===== src/verilog/link_framer_regs.vh =====
/*
  Register offsets, command values, reset values and rate limits of the
  serial link setup and framer block.
  Assumes inclusion by bare name from the design files; definitions only.
*/
`ifndef LINK_FRAMER_REGS_VH
`define LINK_FRAMER_REGS_VH

// Register offsets (15-bit control-port address)
`define OFS_SOFT_RESET     15'h0000
`define OFS_DP_RESET       15'h0001
`define OFS_POWER_MODE     15'h0002
`define OFS_BW_MODE        15'h0200
`define OFS_DECIMATION     15'h0201
`define OFS_RATE_BAND      15'h056e
`define OFS_QUICK_CFG      15'h0570
`define OFS_LINK_CTRL      15'h0571
`define OFS_CS_WORD        15'h058b
`define OFS_SUBCLASS_RES   15'h058f
`define OFS_SER_PLL_CAL    15'h1222
`define OFS_STARTUP_CTRL   15'h1228
`define OFS_LOL_CLEAR      15'h1262

// Reset values
`define RST_ZERO           8'h00
`define RST_RATE_BAND      8'h00
`define RST_LINK_CTRL      8'h14

// Command values that restart the converter or the link
`define VAL_SOFT_RESET     8'h81
`define VAL_DP_RESET       8'h02
`define VAL_LINK_PD        8'h15
`define VAL_LINK_PU        8'h14

// Four-times packing mode set
`define VAL_FS4_QUICK      8'hfe
`define VAL_FS4_CS_WORD    8'h0f
`define VAL_FS4_SUBCLASS   8'h2f
`define VAL_FULL_BW        8'h00

// Start-up write sequence, seven steps
`define VAL_STARTUP_RST    8'h4f
`define VAL_STARTUP_RUN    8'h0f
`define VAL_PLL_NORMAL     8'h00
`define VAL_PLL_CAL_RST    8'h04
`define VAL_LOL_CLR        8'h08
`define VAL_LOL_NORMAL     8'h00
`define INIT_LAST_STEP     3'd6

// Lane-rate band codes
`define BAND_MID           8'h00
`define BAND_LOW           8'h10
`define BAND_HIGH          8'h30
`define BAND_LOWEST        8'h50

// Lane-rate limits and band edges in Mbps
`define RATE_MIN_MBPS      32'd3400
`define RATE_MAX_MBPS      32'd16000
`define RATE_EDGE_LO_MBPS  32'd3375
`define RATE_EDGE_MID_MBPS 32'd6750
`define RATE_EDGE_HI_MBPS  32'd13500

// Link word size and 8b/10b factor
`define NPRIME_TIMES_10    32'd160
`define OCTET_BITS         32'd8

// Field limits and samples per frame
`define N_MIN_CODE         5'd7
`define N_MAX_CODE         5'd15
`define FS4_SAMPLES        3'd5
`define STD_SAMPLES        3'd4

// Control-port frame lengths
`define SPI_INSTR_BITS     5'd16
`define SPI_FRAME_BITS     5'd24

`endif


===== src/verilog/frame_pair_buffer.v =====
/*
  Two-entry frame buffer with valid/ready on both sides and a flush.
  Assumes one clock; flush drops all held frames.
*/
`timescale 1ns/1ps
`default_nettype none

module frame_pair_buffer (
  // Clock and reset
  input  wire        clk_sys,
  input  wire        rstn,
  input  wire        flush,
  // Fill side
  input  wire        in_valid,
  output wire        in_ready,
  input  wire [63:0] in_data,
  // Drain side
  output wire        out_valid,
  input  wire        out_ready,
  output wire [63:0] out_data,
  // Occupancy
  output wire [1:0]  count
);

  reg [63:0] mem_q [0:1];
  reg        wr_ptr_q;
  reg        rd_ptr_q;
  reg [1:0]  cnt_q;
  wire       push = in_valid && in_ready;
  wire       pop  = out_valid && out_ready;

  assign in_ready  = (cnt_q != 2'd2);
  assign out_valid = (cnt_q != 2'd0);
  assign out_data  = mem_q[rd_ptr_q];
  assign count     = cnt_q;

  always @(posedge clk_sys) begin
    if (!rstn || flush) begin
      wr_ptr_q <= 1'b0;
      rd_ptr_q <= 1'b0;
      cnt_q    <= 2'd0;
    end else begin
      if (push)
        wr_ptr_q <= ~wr_ptr_q;
      if (pop)
        rd_ptr_q <= ~rd_ptr_q;
      if (push && !pop)
        cnt_q <= cnt_q + 2'd1;
      else if (pop && !push)
        cnt_q <= cnt_q - 2'd1;
    end
  end

  // Storage needs no reset; occupancy guards every read
  always @(posedge clk_sys) begin
    if (push)
      mem_q[wr_ptr_q] <= in_data;
  end

endmodule // frame_pair_buffer

`default_nettype wire


===== src/verilog/serial_link_setup_framer.v =====
/*
  Transmit-side link setup and framer of a dual converter: control-port
  registers, restart and start-up sequence tracking, lane-rate checks,
  and sample packing into 64-bit frames spread over eight lanes.
  Assumes all inputs synchronous to clk_sys and the serial clock slower
  than a quarter of clk_sys.
*/
// Functional notes
// - Four-times mode packs five 12-bit samples per frame
// - Four-times mode runs L8 M2 F2 S4 N16
// - Four-times mode needs full-bandwidth mode selected
// - All eight lanes form one link
// - Lane rate at most 16 Gbps
// - Lane rate from M, N', L, output rate
// - Only listed L/F/S/HD combinations supported
// - M counts virtual converters
// - Four lane-rate band codes accepted
`timescale 1ns/1ps
`default_nettype none
`include "link_framer_regs.vh"

module serial_link_setup_framer #(
  parameter [15:0] ADC_CLK_MHZ = 16'd2000
) (
  // Clock and reset
  input  wire        clk_sys,
  input  wire        rstn,
  // Serial control port
  input  wire        spi_cs_n,
  input  wire        spi_sclk,
  input  wire        spi_sdio_in,
  output reg         spi_sdio_out,
  output reg         spi_sdio_oe,
  // Power-down pin
  input  wire        power_down_pin,
  // Sample stream in
  input  wire        samp_valid,
  output reg         samp_ready,
  input  wire [15:0] samp_data,
  // Frames to the lanes
  output reg         lane_valid,
  input  wire        lane_ready,
  output reg  [63:0] serial_lane_output,
  // Status
  output reg         fs4_active,
  output reg         reinit_required,
  output reg         config_error,
  output reg         lane_rate_ok,
  output reg         band_mismatch
);

  // Control-port shift logic
  reg        sclk_prev_q;
  reg [4:0]  bit_cnt_q;
  reg [23:0] shift_q;
  reg        rd_q;
  reg [7:0]  rdata_q;
  reg        wr_en_q;
  reg [14:0] wr_addr_q;
  reg [7:0]  wr_data_q;
  reg [7:0]  rd_mux;
  wire        sclk_rise = !spi_cs_n && spi_sclk && !sclk_prev_q;
  wire        sclk_fall = !spi_cs_n && !spi_sclk && sclk_prev_q;
  wire [23:0] shift_d   = {shift_q[22:0], spi_sdio_in};
  // Registers
  reg [7:0] soft_reset_control_q;
  reg [7:0] datapath_reset_control_q;
  reg [7:0] power_mode_control_q;
  reg [7:0] channel_bandwidth_mode_q;
  reg [7:0] decimation_ratio_select_q;
  reg [7:0] lane_rate_band_q;
  reg [7:0] link_mode_quick_config_q;
  reg [7:0] link_control_q;
  reg [7:0] control_bits_word_size_q;
  reg [7:0] subclass_resolution_q;
  reg [7:0] serializer_pll_cal_control_q;
  reg [7:0] link_startup_circuit_control_q;
  reg [7:0] loss_of_lock_clear_q;
  always @(posedge clk_sys) begin
    if (!rstn) begin
      sclk_prev_q  <= 1'b0;
      bit_cnt_q    <= 5'd0;
      shift_q      <= 24'h000000;
      rd_q         <= 1'b0;
      rdata_q      <= 8'h00;
      wr_en_q      <= 1'b0;
      wr_addr_q    <= 15'h0000;
      wr_data_q    <= 8'h00;
      spi_sdio_out <= 1'b0;
      spi_sdio_oe  <= 1'b0;
    end else begin
      sclk_prev_q <= spi_sclk;
      wr_en_q     <= 1'b0;
      if (spi_cs_n) begin
        bit_cnt_q   <= 5'd0;
        spi_sdio_oe <= 1'b0;
      end else if (sclk_rise && bit_cnt_q != `SPI_FRAME_BITS) begin
        shift_q   <= shift_d;
        bit_cnt_q <= bit_cnt_q + 5'd1;
        if (bit_cnt_q == `SPI_INSTR_BITS - 5'd1) begin
          rd_q      <= shift_d[15];
          wr_addr_q <= shift_d[14:0];
        end
        if (bit_cnt_q == `SPI_FRAME_BITS - 5'd1 && !rd_q) begin
          wr_en_q   <= 1'b1;
          wr_data_q <= shift_d[7:0];
        end
      end else if (sclk_fall) begin
        // Read data leaves on falling edges, MSB first
        if (rd_q && bit_cnt_q >= `SPI_INSTR_BITS && bit_cnt_q != `SPI_FRAME_BITS) begin
          spi_sdio_out <= (bit_cnt_q == `SPI_INSTR_BITS) ? rd_mux[7] : rdata_q[6];
          rdata_q      <= (bit_cnt_q == `SPI_INSTR_BITS) ? rd_mux : {rdata_q[6:0], 1'b0};
          spi_sdio_oe  <= 1'b1;
        end else begin
          spi_sdio_oe <= 1'b0;
        end
      end
    end
  end

  always @* begin
    case (wr_addr_q)
      `OFS_SOFT_RESET:   rd_mux = soft_reset_control_q;
      `OFS_DP_RESET:     rd_mux = datapath_reset_control_q;
      `OFS_POWER_MODE:   rd_mux = power_mode_control_q;
      `OFS_BW_MODE:      rd_mux = channel_bandwidth_mode_q;
      `OFS_DECIMATION:   rd_mux = decimation_ratio_select_q;
      `OFS_RATE_BAND:    rd_mux = lane_rate_band_q;
      `OFS_QUICK_CFG:    rd_mux = link_mode_quick_config_q;
      `OFS_LINK_CTRL:    rd_mux = link_control_q;
      `OFS_CS_WORD:      rd_mux = control_bits_word_size_q;
      `OFS_SUBCLASS_RES: rd_mux = subclass_resolution_q;
      `OFS_SER_PLL_CAL:  rd_mux = serializer_pll_cal_control_q;
      `OFS_STARTUP_CTRL: rd_mux = link_startup_circuit_control_q;
      `OFS_LOL_CLEAR:    rd_mux = loss_of_lock_clear_q;
      default:           rd_mux = 8'h00;
    endcase
  end
  // Write decode and restart events
  wire soft_rst = wr_en_q && wr_addr_q == `OFS_SOFT_RESET && wr_data_q == `VAL_SOFT_RESET;
  wire dp_rst   = wr_en_q && wr_addr_q == `OFS_DP_RESET && wr_data_q == `VAL_DP_RESET;
  wire pwr_up   = wr_en_q && wr_addr_q == `OFS_POWER_MODE && wr_data_q[1:0] == 2'b00 &&
                  power_mode_control_q[1:0] != 2'b00;
  wire link_cyc = wr_en_q && wr_addr_q == `OFS_LINK_CTRL && wr_data_q == `VAL_LINK_PU &&
                  link_control_q == `VAL_LINK_PD;
  reg  power_down_pin_prev_q;
  wire pin_up   = power_down_pin_prev_q && !power_down_pin;
  wire restart  = soft_rst || dp_rst || pwr_up || link_cyc || pin_up;
  wire cfg_wr   = wr_en_q && (wr_addr_q == `OFS_QUICK_CFG || wr_addr_q == `OFS_CS_WORD ||
                  wr_addr_q == `OFS_SUBCLASS_RES || wr_addr_q == `OFS_BW_MODE);
  wire flush    = restart || cfg_wr;
  always @(posedge clk_sys) begin
    if (!rstn || soft_rst) begin
      soft_reset_control_q           <= `RST_ZERO;
      datapath_reset_control_q       <= `RST_ZERO;
      power_mode_control_q           <= `RST_ZERO;
      channel_bandwidth_mode_q       <= `RST_ZERO;
      decimation_ratio_select_q      <= `RST_ZERO;
      lane_rate_band_q               <= `RST_RATE_BAND;
      link_mode_quick_config_q       <= `RST_ZERO;
      link_control_q                 <= `RST_LINK_CTRL;
      control_bits_word_size_q       <= `RST_ZERO;
      subclass_resolution_q          <= `RST_ZERO;
      serializer_pll_cal_control_q   <= `RST_ZERO;
      link_startup_circuit_control_q <= `RST_ZERO;
      loss_of_lock_clear_q           <= `RST_ZERO;
    end else if (wr_en_q) begin
      case (wr_addr_q)
        `OFS_DP_RESET:     datapath_reset_control_q       <= wr_data_q;
        `OFS_POWER_MODE:   power_mode_control_q           <= wr_data_q;
        `OFS_BW_MODE:      channel_bandwidth_mode_q       <= wr_data_q;
        `OFS_DECIMATION:   decimation_ratio_select_q      <= wr_data_q;
        `OFS_RATE_BAND:    lane_rate_band_q               <= wr_data_q;
        `OFS_QUICK_CFG:    link_mode_quick_config_q       <= wr_data_q;
        `OFS_LINK_CTRL:    link_control_q                 <= wr_data_q;
        `OFS_CS_WORD:      control_bits_word_size_q       <= wr_data_q;
        `OFS_SUBCLASS_RES: subclass_resolution_q          <= wr_data_q;
        `OFS_SER_PLL_CAL:  serializer_pll_cal_control_q   <= wr_data_q;
        `OFS_STARTUP_CTRL: link_startup_circuit_control_q <= wr_data_q;
        `OFS_LOL_CLEAR:    loss_of_lock_clear_q           <= wr_data_q;
        default:           soft_reset_control_q           <= soft_reset_control_q;
      endcase
    end
  end
  // Start-up write sequence tracker
  reg  [2:0]  step_q;
  reg  [14:0] exp_addr;
  reg  [7:0]  exp_data;
  always @* begin
    case (step_q)
      3'd0:    begin exp_addr = `OFS_STARTUP_CTRL; exp_data = `VAL_STARTUP_RST; end
      3'd1:    begin exp_addr = `OFS_STARTUP_CTRL; exp_data = `VAL_STARTUP_RUN; end
      3'd2:    begin exp_addr = `OFS_SER_PLL_CAL;  exp_data = `VAL_PLL_NORMAL;  end
      3'd3:    begin exp_addr = `OFS_SER_PLL_CAL;  exp_data = `VAL_PLL_CAL_RST; end
      3'd4:    begin exp_addr = `OFS_SER_PLL_CAL;  exp_data = `VAL_PLL_NORMAL;  end
      3'd5:    begin exp_addr = `OFS_LOL_CLEAR;    exp_data = `VAL_LOL_CLR;     end
      3'd6:    begin exp_addr = `OFS_LOL_CLEAR;    exp_data = `VAL_LOL_NORMAL;  end
      default: begin exp_addr = `OFS_STARTUP_CTRL; exp_data = `VAL_STARTUP_RST; end
    endcase
  end
  wire seq_hit  = wr_en_q && wr_addr_q == exp_addr && wr_data_q == exp_data;
  wire seq_addr = wr_en_q && (wr_addr_q == `OFS_STARTUP_CTRL || wr_addr_q == `OFS_SER_PLL_CAL ||
                  wr_addr_q == `OFS_LOL_CLEAR);
  wire seq_first = wr_en_q && wr_addr_q == `OFS_STARTUP_CTRL && wr_data_q == `VAL_STARTUP_RST;
  always @(posedge clk_sys) begin
    if (!rstn) begin
      power_down_pin_prev_q     <= 1'b0;
      step_q          <= 3'd0;
      reinit_required <= 1'b1;
    end else begin
      power_down_pin_prev_q <= power_down_pin;
      // A restart in the same cycle as the last step wins
      if (restart) begin
        step_q          <= 3'd0;
        reinit_required <= 1'b1;
      end else if (seq_hit && step_q == `INIT_LAST_STEP) begin
        step_q          <= 3'd0;
        reinit_required <= 1'b0;
      end else if (seq_hit) begin
        step_q <= step_q + 3'd1;
      end else if (seq_addr) begin
        // Out-of-order write restarts the walk
        step_q <= seq_first ? 3'd1 : 3'd0;
      end
    end
  end
  // Link configuration decode; M counts virtual converters
  wire fs4_cfg = link_mode_quick_config_q == `VAL_FS4_QUICK && control_bits_word_size_q == `VAL_FS4_CS_WORD &&
                 subclass_resolution_q == `VAL_FS4_SUBCLASS;
  wire fs4_ok  = fs4_cfg && channel_bandwidth_mode_q == `VAL_FULL_BW;
  wire [1:0] l_log = fs4_cfg ? 2'd3 : link_mode_quick_config_q[1:0];
  wire       m_two = fs4_cfg || link_mode_quick_config_q[2];
  wire [1:0] f_log = fs4_cfg ? 2'd1 : link_mode_quick_config_q[4:3];
  wire [4:0] n_code = subclass_resolution_q[4:0];
  reg        combo_ok;
  always @* begin
    if (fs4_cfg)
      combo_ok = 1'b1;
    else if (!m_two)
      combo_ok = f_log == 2'd1 || (f_log == 2'd0 && l_log != 2'd0) ||
                 (f_log == 2'd2 && l_log == 2'd0);
    else
      combo_ok = (l_log == 2'd0 && (f_log == 2'd2 || f_log == 2'd3)) ||
                 (l_log == 2'd1 && f_log == 2'd1);
  end
  wire cfg_bad = (fs4_cfg && !fs4_ok) || !combo_ok || n_code < `N_MIN_CODE || n_code > `N_MAX_CODE;
  // Lane rate in Mbps is bits_x / div_x; compared without division
  wire [7:0]  decimation_ratio    = (decimation_ratio_select_q == 8'h00) ? 8'h01 : decimation_ratio_select_q;
  wire [31:0] bits_x = (m_two ? 32'd2 : 32'd1) * `NPRIME_TIMES_10 * {16'h0000, ADC_CLK_MHZ};
  wire [31:0] div_x  = ({24'h000000, decimation_ratio} * `OCTET_BITS) << l_log;
  wire        below_min  = bits_x < `RATE_MIN_MBPS * div_x;
  wire        above_max  = bits_x > `RATE_MAX_MBPS * div_x;
  reg  [7:0]  band_exp;
  always @* begin
    if (bits_x < `RATE_EDGE_LO_MBPS * div_x)
      band_exp = `BAND_LOWEST;
    else if (bits_x < `RATE_EDGE_MID_MBPS * div_x)
      band_exp = `BAND_LOW;
    else if (bits_x < `RATE_EDGE_HI_MBPS * div_x)
      band_exp = `BAND_MID;
    else
      band_exp = `BAND_HIGH;
  end
  // Packer
  wire        run  = !power_down_pin && !link_control_q[0] && !cfg_bad;
  wire [2:0]  need = fs4_ok ? `FS4_SAMPLES : `STD_SAMPLES;
  reg  [2:0]  pk_cnt_q;
  reg  [63:0] acc_q;
  wire        take = samp_valid && samp_ready;
  wire [63:0] acc_d = fs4_ok ? {4'h0, acc_q[47:0], samp_data[15:4]} : {acc_q[47:0], samp_data};
  wire [63:0] frame = fs4_ok ? {acc_d[59:0], 4'h0} : acc_d;
  wire        push = take && pk_cnt_q == need - 3'd1;
  wire        buf_in_ready;
  wire        buf_valid;
  wire [63:0] buf_data;
  wire [1:0]  buf_cnt;
  wire        pop = buf_valid && (!lane_valid || lane_ready);
  wire [1:0]  cnt_next = buf_cnt + {1'b0, push && buf_in_ready} - {1'b0, pop};
  frame_pair_buffer u_buf (
    .clk_sys   (clk_sys),
    .rstn      (rstn),
    .flush     (flush),
    .in_valid  (push),
    .in_ready  (buf_in_ready),
    .in_data   (frame),
    .out_valid (buf_valid),
    .out_ready (!lane_valid || lane_ready),
    .out_data  (buf_data),
    .count     (buf_cnt)
  );
  always @(posedge clk_sys) begin
    if (!rstn || flush) begin
      pk_cnt_q           <= 3'd0;
      acc_q              <= 64'h0000000000000000;
      samp_ready         <= 1'b0;
      lane_valid         <= 1'b0;
      serial_lane_output <= 64'h0000000000000000;
    end else begin
      // Ready held low unless the buffer can take a frame next cycle
      samp_ready <= run && cnt_next != 2'd2;
      if (take) begin
        acc_q    <= acc_d;
        pk_cnt_q <= push ? 3'd0 : pk_cnt_q + 3'd1;
      end
      if (pop) begin
        lane_valid         <= 1'b1;
        serial_lane_output <= buf_data;
      end else if (lane_ready) begin
        lane_valid <= 1'b0;
      end
    end
  end
  always @(posedge clk_sys) begin
    if (!rstn) begin
      fs4_active    <= 1'b0;
      config_error  <= 1'b0;
      lane_rate_ok  <= 1'b0;
      band_mismatch <= 1'b0;
    end else begin
      fs4_active    <= fs4_ok;
      config_error  <= cfg_bad;
      lane_rate_ok  <= !below_min && !above_max;
      band_mismatch <= lane_rate_band_q != band_exp;
    end
  end
endmodule // serial_link_setup_framer

`default_nettype wire


===== config.mk =====
export PLATFORM = sky130hd
export DESIGN_NAME = serial_link_setup_framer
export DESIGN_NICKNAME = d
export VERILOG_FILES = /design/src/verilog/frame_pair_buffer.v /design/src/verilog/serial_link_setup_framer.v
export VERILOG_INCLUDE_DIRS = /design/src /design/src/verilog
export SDC_FILE = /design/constraint.sdc
export NUM_CORES = 1
export LEC_CHECK = 0
export BUFFER_PORTS_ARGS = -buffer_cell sky130_fd_sc_hd__buf_2
export CORE_ASPECT_RATIO = 1.5
export CORE_MARGIN = 2
export CORE_UTILIZATION = 45
export CTS_CLUSTER_DIAMETER = 30
export DETAILED_ROUTE_END_ITERATION = 12
export HOLD_SLACK_MARGIN = 0.02
export SYNTH_ARGS = -nofsm -noshare
export SYNTH_HDL_FRONTEND = slang
export SYNTH_HIERARCHICAL = 1
export SYNTH_SLANG_ARGS = --single-unit

===== constraint.sdc =====
create_clock -name clk_sys -period 13.5 [get_ports clk_sys]
set_input_delay 0.675 -clock clk_sys [delete_from_list [all_inputs] [get_ports clk_sys]]
set_output_delay 0.675 -clock clk_sys [all_outputs]
set_load 0.1 [all_outputs]

==> impl_metrics.csv, run 1 <==
group,metric,value,unit
status,status,"finished, final reports clean",
detailed_routing,drt_iter0_markers,1136,
floorplan,fp.dieW,193,um
pwr,peakVddDrop,0.000137,V
sta,maxSlewViolCount,0,
finish,final_common_cell,"nand2_1",
floorplan,rows,103,
place,gp_congestion,0.918,
critical_path,worstSetupPathType,"register to register",
sta,fin_crit_sh,0.670,
grt,grt_pass1_vias,18600,
grt,gr-total-overflow,0,
clock_tree,ctsRootBufferMaster,"clkbuf_16",
floorplan,io_pins,97,
detailed_routing,drtPass1Iterations,9,
synth,syn_area_per_cell,9.51,um2
detailed_routing,via_per_inst,5.58,
pwr,intPower,2.51,mW
synth,ys.flop_type,"dfxtp_1",
sta,relSlewSlack,0.214,
detailed_routing,via_count,18300,
floorplan,die_h,287,um
finish,design_area,27400,um2
sta,final.setup.worst_slack,4450,ps
detailed_routing,wl_per_cell,19.7,um
pwr,swShare,0.219,
synth,ys_async_sr_fraction,0,
pwr,finalPower,3.21,mW
grt,grt.total_usage,0.236,
clock_tree,clk_path_buf_depth,3,
critical_path,path_max_fanout,11,
sta,finalSetupTns,0,ps
sta,tightest_slew,1160,ps
floorplan,die_area,55200,um2
finish,antennaDiodeCount,0,
synth,netlist_area,24000,um2
run,max_cap_violations,0,
clock_tree,insertion_delay,610,ps
sta,final-hold-violation-count,0,
floorplan,core,52700,um2
finish,seqCellArea,9490,um2
grt,antenna_found_initial,1,
clock_tree,cts_resized,0,
synth,yosys.area.top_type,"dfxtp_1",
pwr,p_switching,701,uW
finish,multi_input_area,13100,um2
place,place_ws,4550,ps
clock_tree,cts_htree_levels,3,
clock_tree,cts-buffers-inserted,77,
synth,synth_area_leaders,"dfxtp_1 24%, edfxtp_1 16%, ha_1 10%",
synth,seq_area_frac_synth,0.395,
synth,synth.distinct_cells,84,
synth,synth_warnings,6,
sta,setup_viol,0,
pwr,p_leak,11.7,nW
pwr,p_seq_frac,0.396,
synth,synthCells,2524,
sta,clock_skew,30.5,ps
detailed_routing,drtAntennaViolNets,0,
clock_tree,cts.sinks,410,
grt,grt_max_degree,96,
critical_path,worstPathRequired,13990,ps
critical_path,cp_data_arrival_time,9540,ps
clock_tree,clkTransAtPathRegs,50,ps
pwr,power_density,117,nW/um2
synth,syn_nets,2836,
hold_path,hold_path_class,"primary input to register",
pwr,pwr-share-clk,0.593,
sta,fmax,0.111,GHz
finish,syn_to_final_growth,14.2,%
synth,synth_edf_count,128,
synth,yosysTopAreaCellShare,0.235,
pwr,combPwrFrac,0.011,
clock_tree,cts_tree,"built",
floorplan,start_util,0.455,
synth,ys_ff_latch,410,
detailed_routing,drt-total-wl,64.5,mm
sta,rsz0062_at_grt,"false",
finish,drive_gt1_frac,0.131,
grt,grt_first_pass_wirelength,102,mm
critical_path,cp-end-kind,"register",
place,port_buffers,96,
place,place_hpwl,46.4,mm
finish,layout.nets,2849,
finish,final_cell_mix,"339 x nand2_1, 280 x dfxtp_1, 215 x a21oi_1, 201 x ha_1, 187 x inv_1",
clock_tree,cts_setup_buffers,0,
finish,fillCellCount,4845,
detailed_routing,drc,0,
sta,fin_crit,9050,ps
clock_tree,ctsHoldBuffers,0,
place,place_area,24800,um2
critical_path,worst_setup_path_start_kind,"register",
kinds of logic (layout without fill, tap and decap cells):
family,after synthesis,count (layout),share of synthesized area
buffers and inverters,376,452,0.0605
adders and majority gates,288,288,0.177
and+or+nand+nor,758,758,0.146
xor gates and xnor gates,41,41,0.0150
AOI/OAI and AO/OA,460,460,0.123
muxes,191,191,0.0833
DFF,410,410,0.395
registers in the layout, summed over array words and instances, names as in the netlist, 5 cells and up, named ones only:
signal                          cells
link_startup_circuit_control_q      8
subclass_resolution_q               8
acc_q                              48
link_mode_quick_config_q            8
wr_data_q                           8
control_bits_word_size_q            8
bit_cnt_q                           5
wr_addr_q                          15
rdata_q                             7
u_buf/mem_q                       128
link_control_q                      8
power_mode_control_q                8
shift_q                            15
decimation_ratio_select_q           8
lane_rate_band_q                    8
channel_bandwidth_mode_q            8
datapath_reset_control_q            8
loss_of_lock_clear_q                8
serializer_pll_cal_control_q        8
serial_lane_output                 64
synth_stat cells, types with 64 or more instances:
master / n
nor2_1: 156
nand3_1: 66
nand2_1: 341
inv_1: 189
ha_1: 201
edfxtp_1: 128
a21oi_1: 215
fa_1: 87
mux2_2: 70
mux2i_1: 121
a211oi_1: 64
dfxtp_1: 282
clkbuf_1: 155
worst max-delay path, cell delays in order, from the launching register on:
cell,delay [ps]
dfxtp_1,520
nand4b_1,190
nor3_1,80
a21oi_1,900
mux2i_1,690
inv_1,300
ha_1,430
xor2_1,220
ha_1,290
fa_1,540
fa_1,560
inv_1,60
fa_1,530
inv_1,40
ha_1,400
a21o_1,210
a31oi_1,340
a21boi_0,280
xnor2_1,180
inv_1,110
ha_1,180
or2_2,280
or3_1,310
a2111oi_0,650
a2111o_1,200
or2_2,130
o31ai_1,80
o32ai_1,240
final timing paths:
kind              depth (start not counted)            endpoint                   startpoint  slack [ps]
setup / recovery                         27       band_mismatch  link_mode_quick_config_q[0]        4450
hold / removal                            1  u_buf/mem_q[1][11]                samp_data[11]         310
setup reg to reg                         27       band_mismatch  link_mode_quick_config_q[0]        4450
hold reg to reg                           0  u_buf/mem_q[0][60]                    acc_q[44]         440
power by group through the flow:
stage          Combinational (mW)  Clock (mW)  Sequential (mW)
6_report                   0.0349        1.90             1.27
3_5_place_dp               0.0352           0             1.29
4_1_cts                    0.0354        1.94             1.27
2_1_floorplan              0.0202           0             1.29
3_3_place_gp               0.0353           0             1.29
5_1_grt                    0.0375        1.99             1.27
through the flow:
| step | utilization | instances | hold WS [ps] |
|---|---|---|---|
| final | 0.520 | 3282 | 308 |
| after global routing | 0.520 | 3282 | 290 |
| after CTS | 0.520 | 3282 | 283 |
| after detailed placement | 0.471 | 3140 | 443 |
| after global placement | 0.471 | 3140 | 432 |
| after floorplan | - | 2524 | 431 |
routing by layer:
metal,GRT usage,vias up,routed length (um)
li1,-,8841,-
met1,0.271,8889,25500
met2,0.423,425,33500
met3,0.0330,152,2400
met4,0.120,0,3140
met5,0,-,0
cell type report:
cell class / instances / area share
tap: 682 / 0.0311
inverter: 190 / 0.0260
clock inverter: 48 / 0.0219
timing repair buffer: 120 / 0.0241
clock buffer: 94 / 0.0734
multi-input combinational: 1738 / 0.477
sequential: 410 / 0.346
Note: power is estimated with default switching activity, not from simulation.
==> run 2, diff against run 1 <==
==> constraint.sdc (replaced) <==
create_clock -name clk_sys -period 7.66 [get_ports clk_sys]
set_input_delay 0.383 -clock clk_sys [delete_from_list [all_inputs] [get_ports clk_sys]]
set_output_delay 0.383 -clock clk_sys [all_outputs]
set_load 0.1 [all_outputs]
==> run 2 against run 1 <==
Net effect: maximum frequency is 18% higher; sequential share of layout area fell by 1.5 points; non-clock buffer count rose by 151; largest power group unchanged.
==> impl_metrics.csv, run 2 (synthesis results as in run 1) <==
group,metric,value,unit
sta,fin_crit_sh,0.998,
finish,drive_gt1_frac,0.188,
sta,tightest_slew,1010,ps
floorplan,core,52700,um2
finish,final_common_cell,"nand2_1",
sta,fmax,0.131,GHz
detailed_routing,drc,0,
floorplan,io_pins,97,
place,place_hpwl,47.9,mm
pwr,p_leak,12.4,nW
critical_path,max_stage_delay,570,ps
critical_path,cp_data_arrival_time,8150,ps
grt,grt.total_usage,0.243,
clock_tree,clkTransAtPathRegs,50,ps
sta,final-hold-violation-count,0,
critical_path,path_buf_inv,6,
grt,antenna_found_initial,0,
clock_tree,insertion_delay,620,ps
finish,regMostFlops,"u_buf/mem_q",
critical_path,path_max_fanout,7,
grt,grt_max_degree,95,
floorplan,die_area,55200,um2
place,dpl.cell_count,3280,
detailed_routing,wl_per_cell,19.3,um
hold_path,hold_path_class,"primary input to register",
critical_path,worst_setup_path_start_kind,"register",
clock_tree,clk_path_buf_depth,3,
place,port_buffers,96,
sta,maxSlewViolCount,0,
pwr,power_density,193,nW/um2
finish,layout.nets,2994,
detailed_routing,drtPass1Iterations,5,
clock_tree,cts.sinks,410,
finish,syn_to_final_growth,19.4,%
clock_tree,cts-buffers-inserted,71,
pwr,finalPower,5.54,mW
detailed_routing,drtAntennaViolNets,0,
sta,relSlewSlack,0.325,
finish,largest_register_ffs,128,
sta,rsz0062_at_grt,"true",
detailed_routing,via_per_inst,5.48,
critical_path,worstSetupPathType,"register to register",
critical_path,cp-end-kind,"register",
floorplan,rows,103,
status,status,"finished, final reports clean",
floorplan,start_util,0.455,
critical_path,worstPathRequired,8170,ps
detailed_routing,drt_iter0_markers,1023,
floorplan,fp.dieW,193,um
critical_path,r2r_slack,20,ps
run,max_cap_violations,0,
sta,clock_skew,45.9,ps
critical_path,cp_common_cell,"ha_1",
pwr,peakVddDrop,0.000257,V
clock_tree,cts_tree,"built",
grt,grt_pass1_vias,19300,
sta,fin_crit,7640,ps
floorplan,die_h,287,um
finish,final_cell_mix,"339 x nand2_1, 280 x dfxtp_1, 212 x a21oi_1, 201 x ha_1, 184 x inv_1",
place,gp_congestion,0.918,
finish,reg_top3,"u_buf/mem_q (128), serial_lane_output (64), acc_q (48)",
detailed_routing,drt-total-wl,66.0,mm
sta,setup_viol,0,
finish,fillCellCount,4715,
critical_path,cp_top_family,"adder cells",
detailed_routing,via_count,18800,
clock_tree,cts_htree_levels,3,
critical_path,worst_path_max_delay_cell,"fa_1",
clock_tree,ctsRootBufferMaster,"clkbuf_16",
grt,grt_first_pass_wirelength,105,mm
grt,gr-total-overflow,0,
finish,layout.cells.non_filler,3424,
-- run 2: cell types whose count changed in the layout (fill, tap and decap cells not counted), sizes merged --
cell,before,now
clkbuf,94,79
buf,120,263
bufinv,8,5
clkinvlp,3,4
inv,200,210
clkinv,27,24
diode,0,1
dlygate4sd3,0,8
-- run 2: power breakdown --
| part | leakage, nW | switching [mW] | internal [mW] |
|---|---|---|---|
| clock network | 1.22 | 1.24 | 2.00 |
| logic | 7.47 | 0.0510 | 0.0146 |
| registers | 3.68 | 0.00117 | 2.23 |
-- run 2: stage by stage --
| stage | util | hold WS, ps | worst slack (ps) | setup TNS, ps | area (um2) |
|---|---|---|---|---|---|
| global placement | 0.491 | 432 | -420 | -617 | 25900 |
| CTS | 0.543 | 20.4 | 2.72 | 0 | 28600 |
| global route | 0.544 | 27.9 | -410 | -572 | 28600 |
| detailed placement | 0.491 | 436 | -456 | -831 | 25900 |
| floorplan | - | 431 | 3.63 | 0 | 24000 |
| finish | 0.544 | 50.3 | 18.3 | 0 | 28700 |
-- run 2: worst paths after layout --
| path | startpoint | to | depth (start not counted) |
|---|---|---|---|
| worst max-delay path | subclass_resolution_q[7] | band_mismatch | 28 |
| worst min register to register | reinit_required | reinit_required | 1 |
| worst max register to register | subclass_resolution_q[7] | band_mismatch | 28 |
| worst min-delay path | spi_sdio_in | shift_q[0] | 3 |
-- run 2: repair_timing --
item | CTS | global route
endpoints found under the setup margin | 2 | 2
pin swaps | 1 | 1
setup buffers | 3 | 0
cloned | 0 | 0
hold buffers | 8 | 0
endpoints found under the hold margin | 14 | 0
resized for setup | 23 | 6
-- run 2: worst min-delay path, delay by kind of cell --
family          cells  cell delay (ps)
compound gates      1               50
buf+inv             1              120
simple gates        1               50
-- run 2: area by class of cell --
type | instances | area, um2 | area share
Clock buffer | 79 | 1860 | 0.0648
Timing Repair Buffer | 271 | 1820 | 0.0635
Tap cell | 682 | 853 | 0.0298
Inverter | 190 | 717 | 0.0250
Clock inverter | 53 | 661 | 0.0231
Antenna cell | 1 | 2.50 | 0.0000873
Multi-Input combinational cell | 1738 | 13300 | 0.463
Sequential cell | 410 | 9490 | 0.331
-- run 2: per-layer routing --
layer / up-vias / part of all wire / track usage / wire length, um
met2: 385 / 0.53 / 0.441 / 34800
li1: 9123 / - / - / -
met3: 136 / 0.036 / 0.0354 / 2390
met1: 9111 / 0.39 / 0.275 / 25900
met4: 0 / 0.044 / 0.119 / 2920
met5: - / 0 / 0 / 0
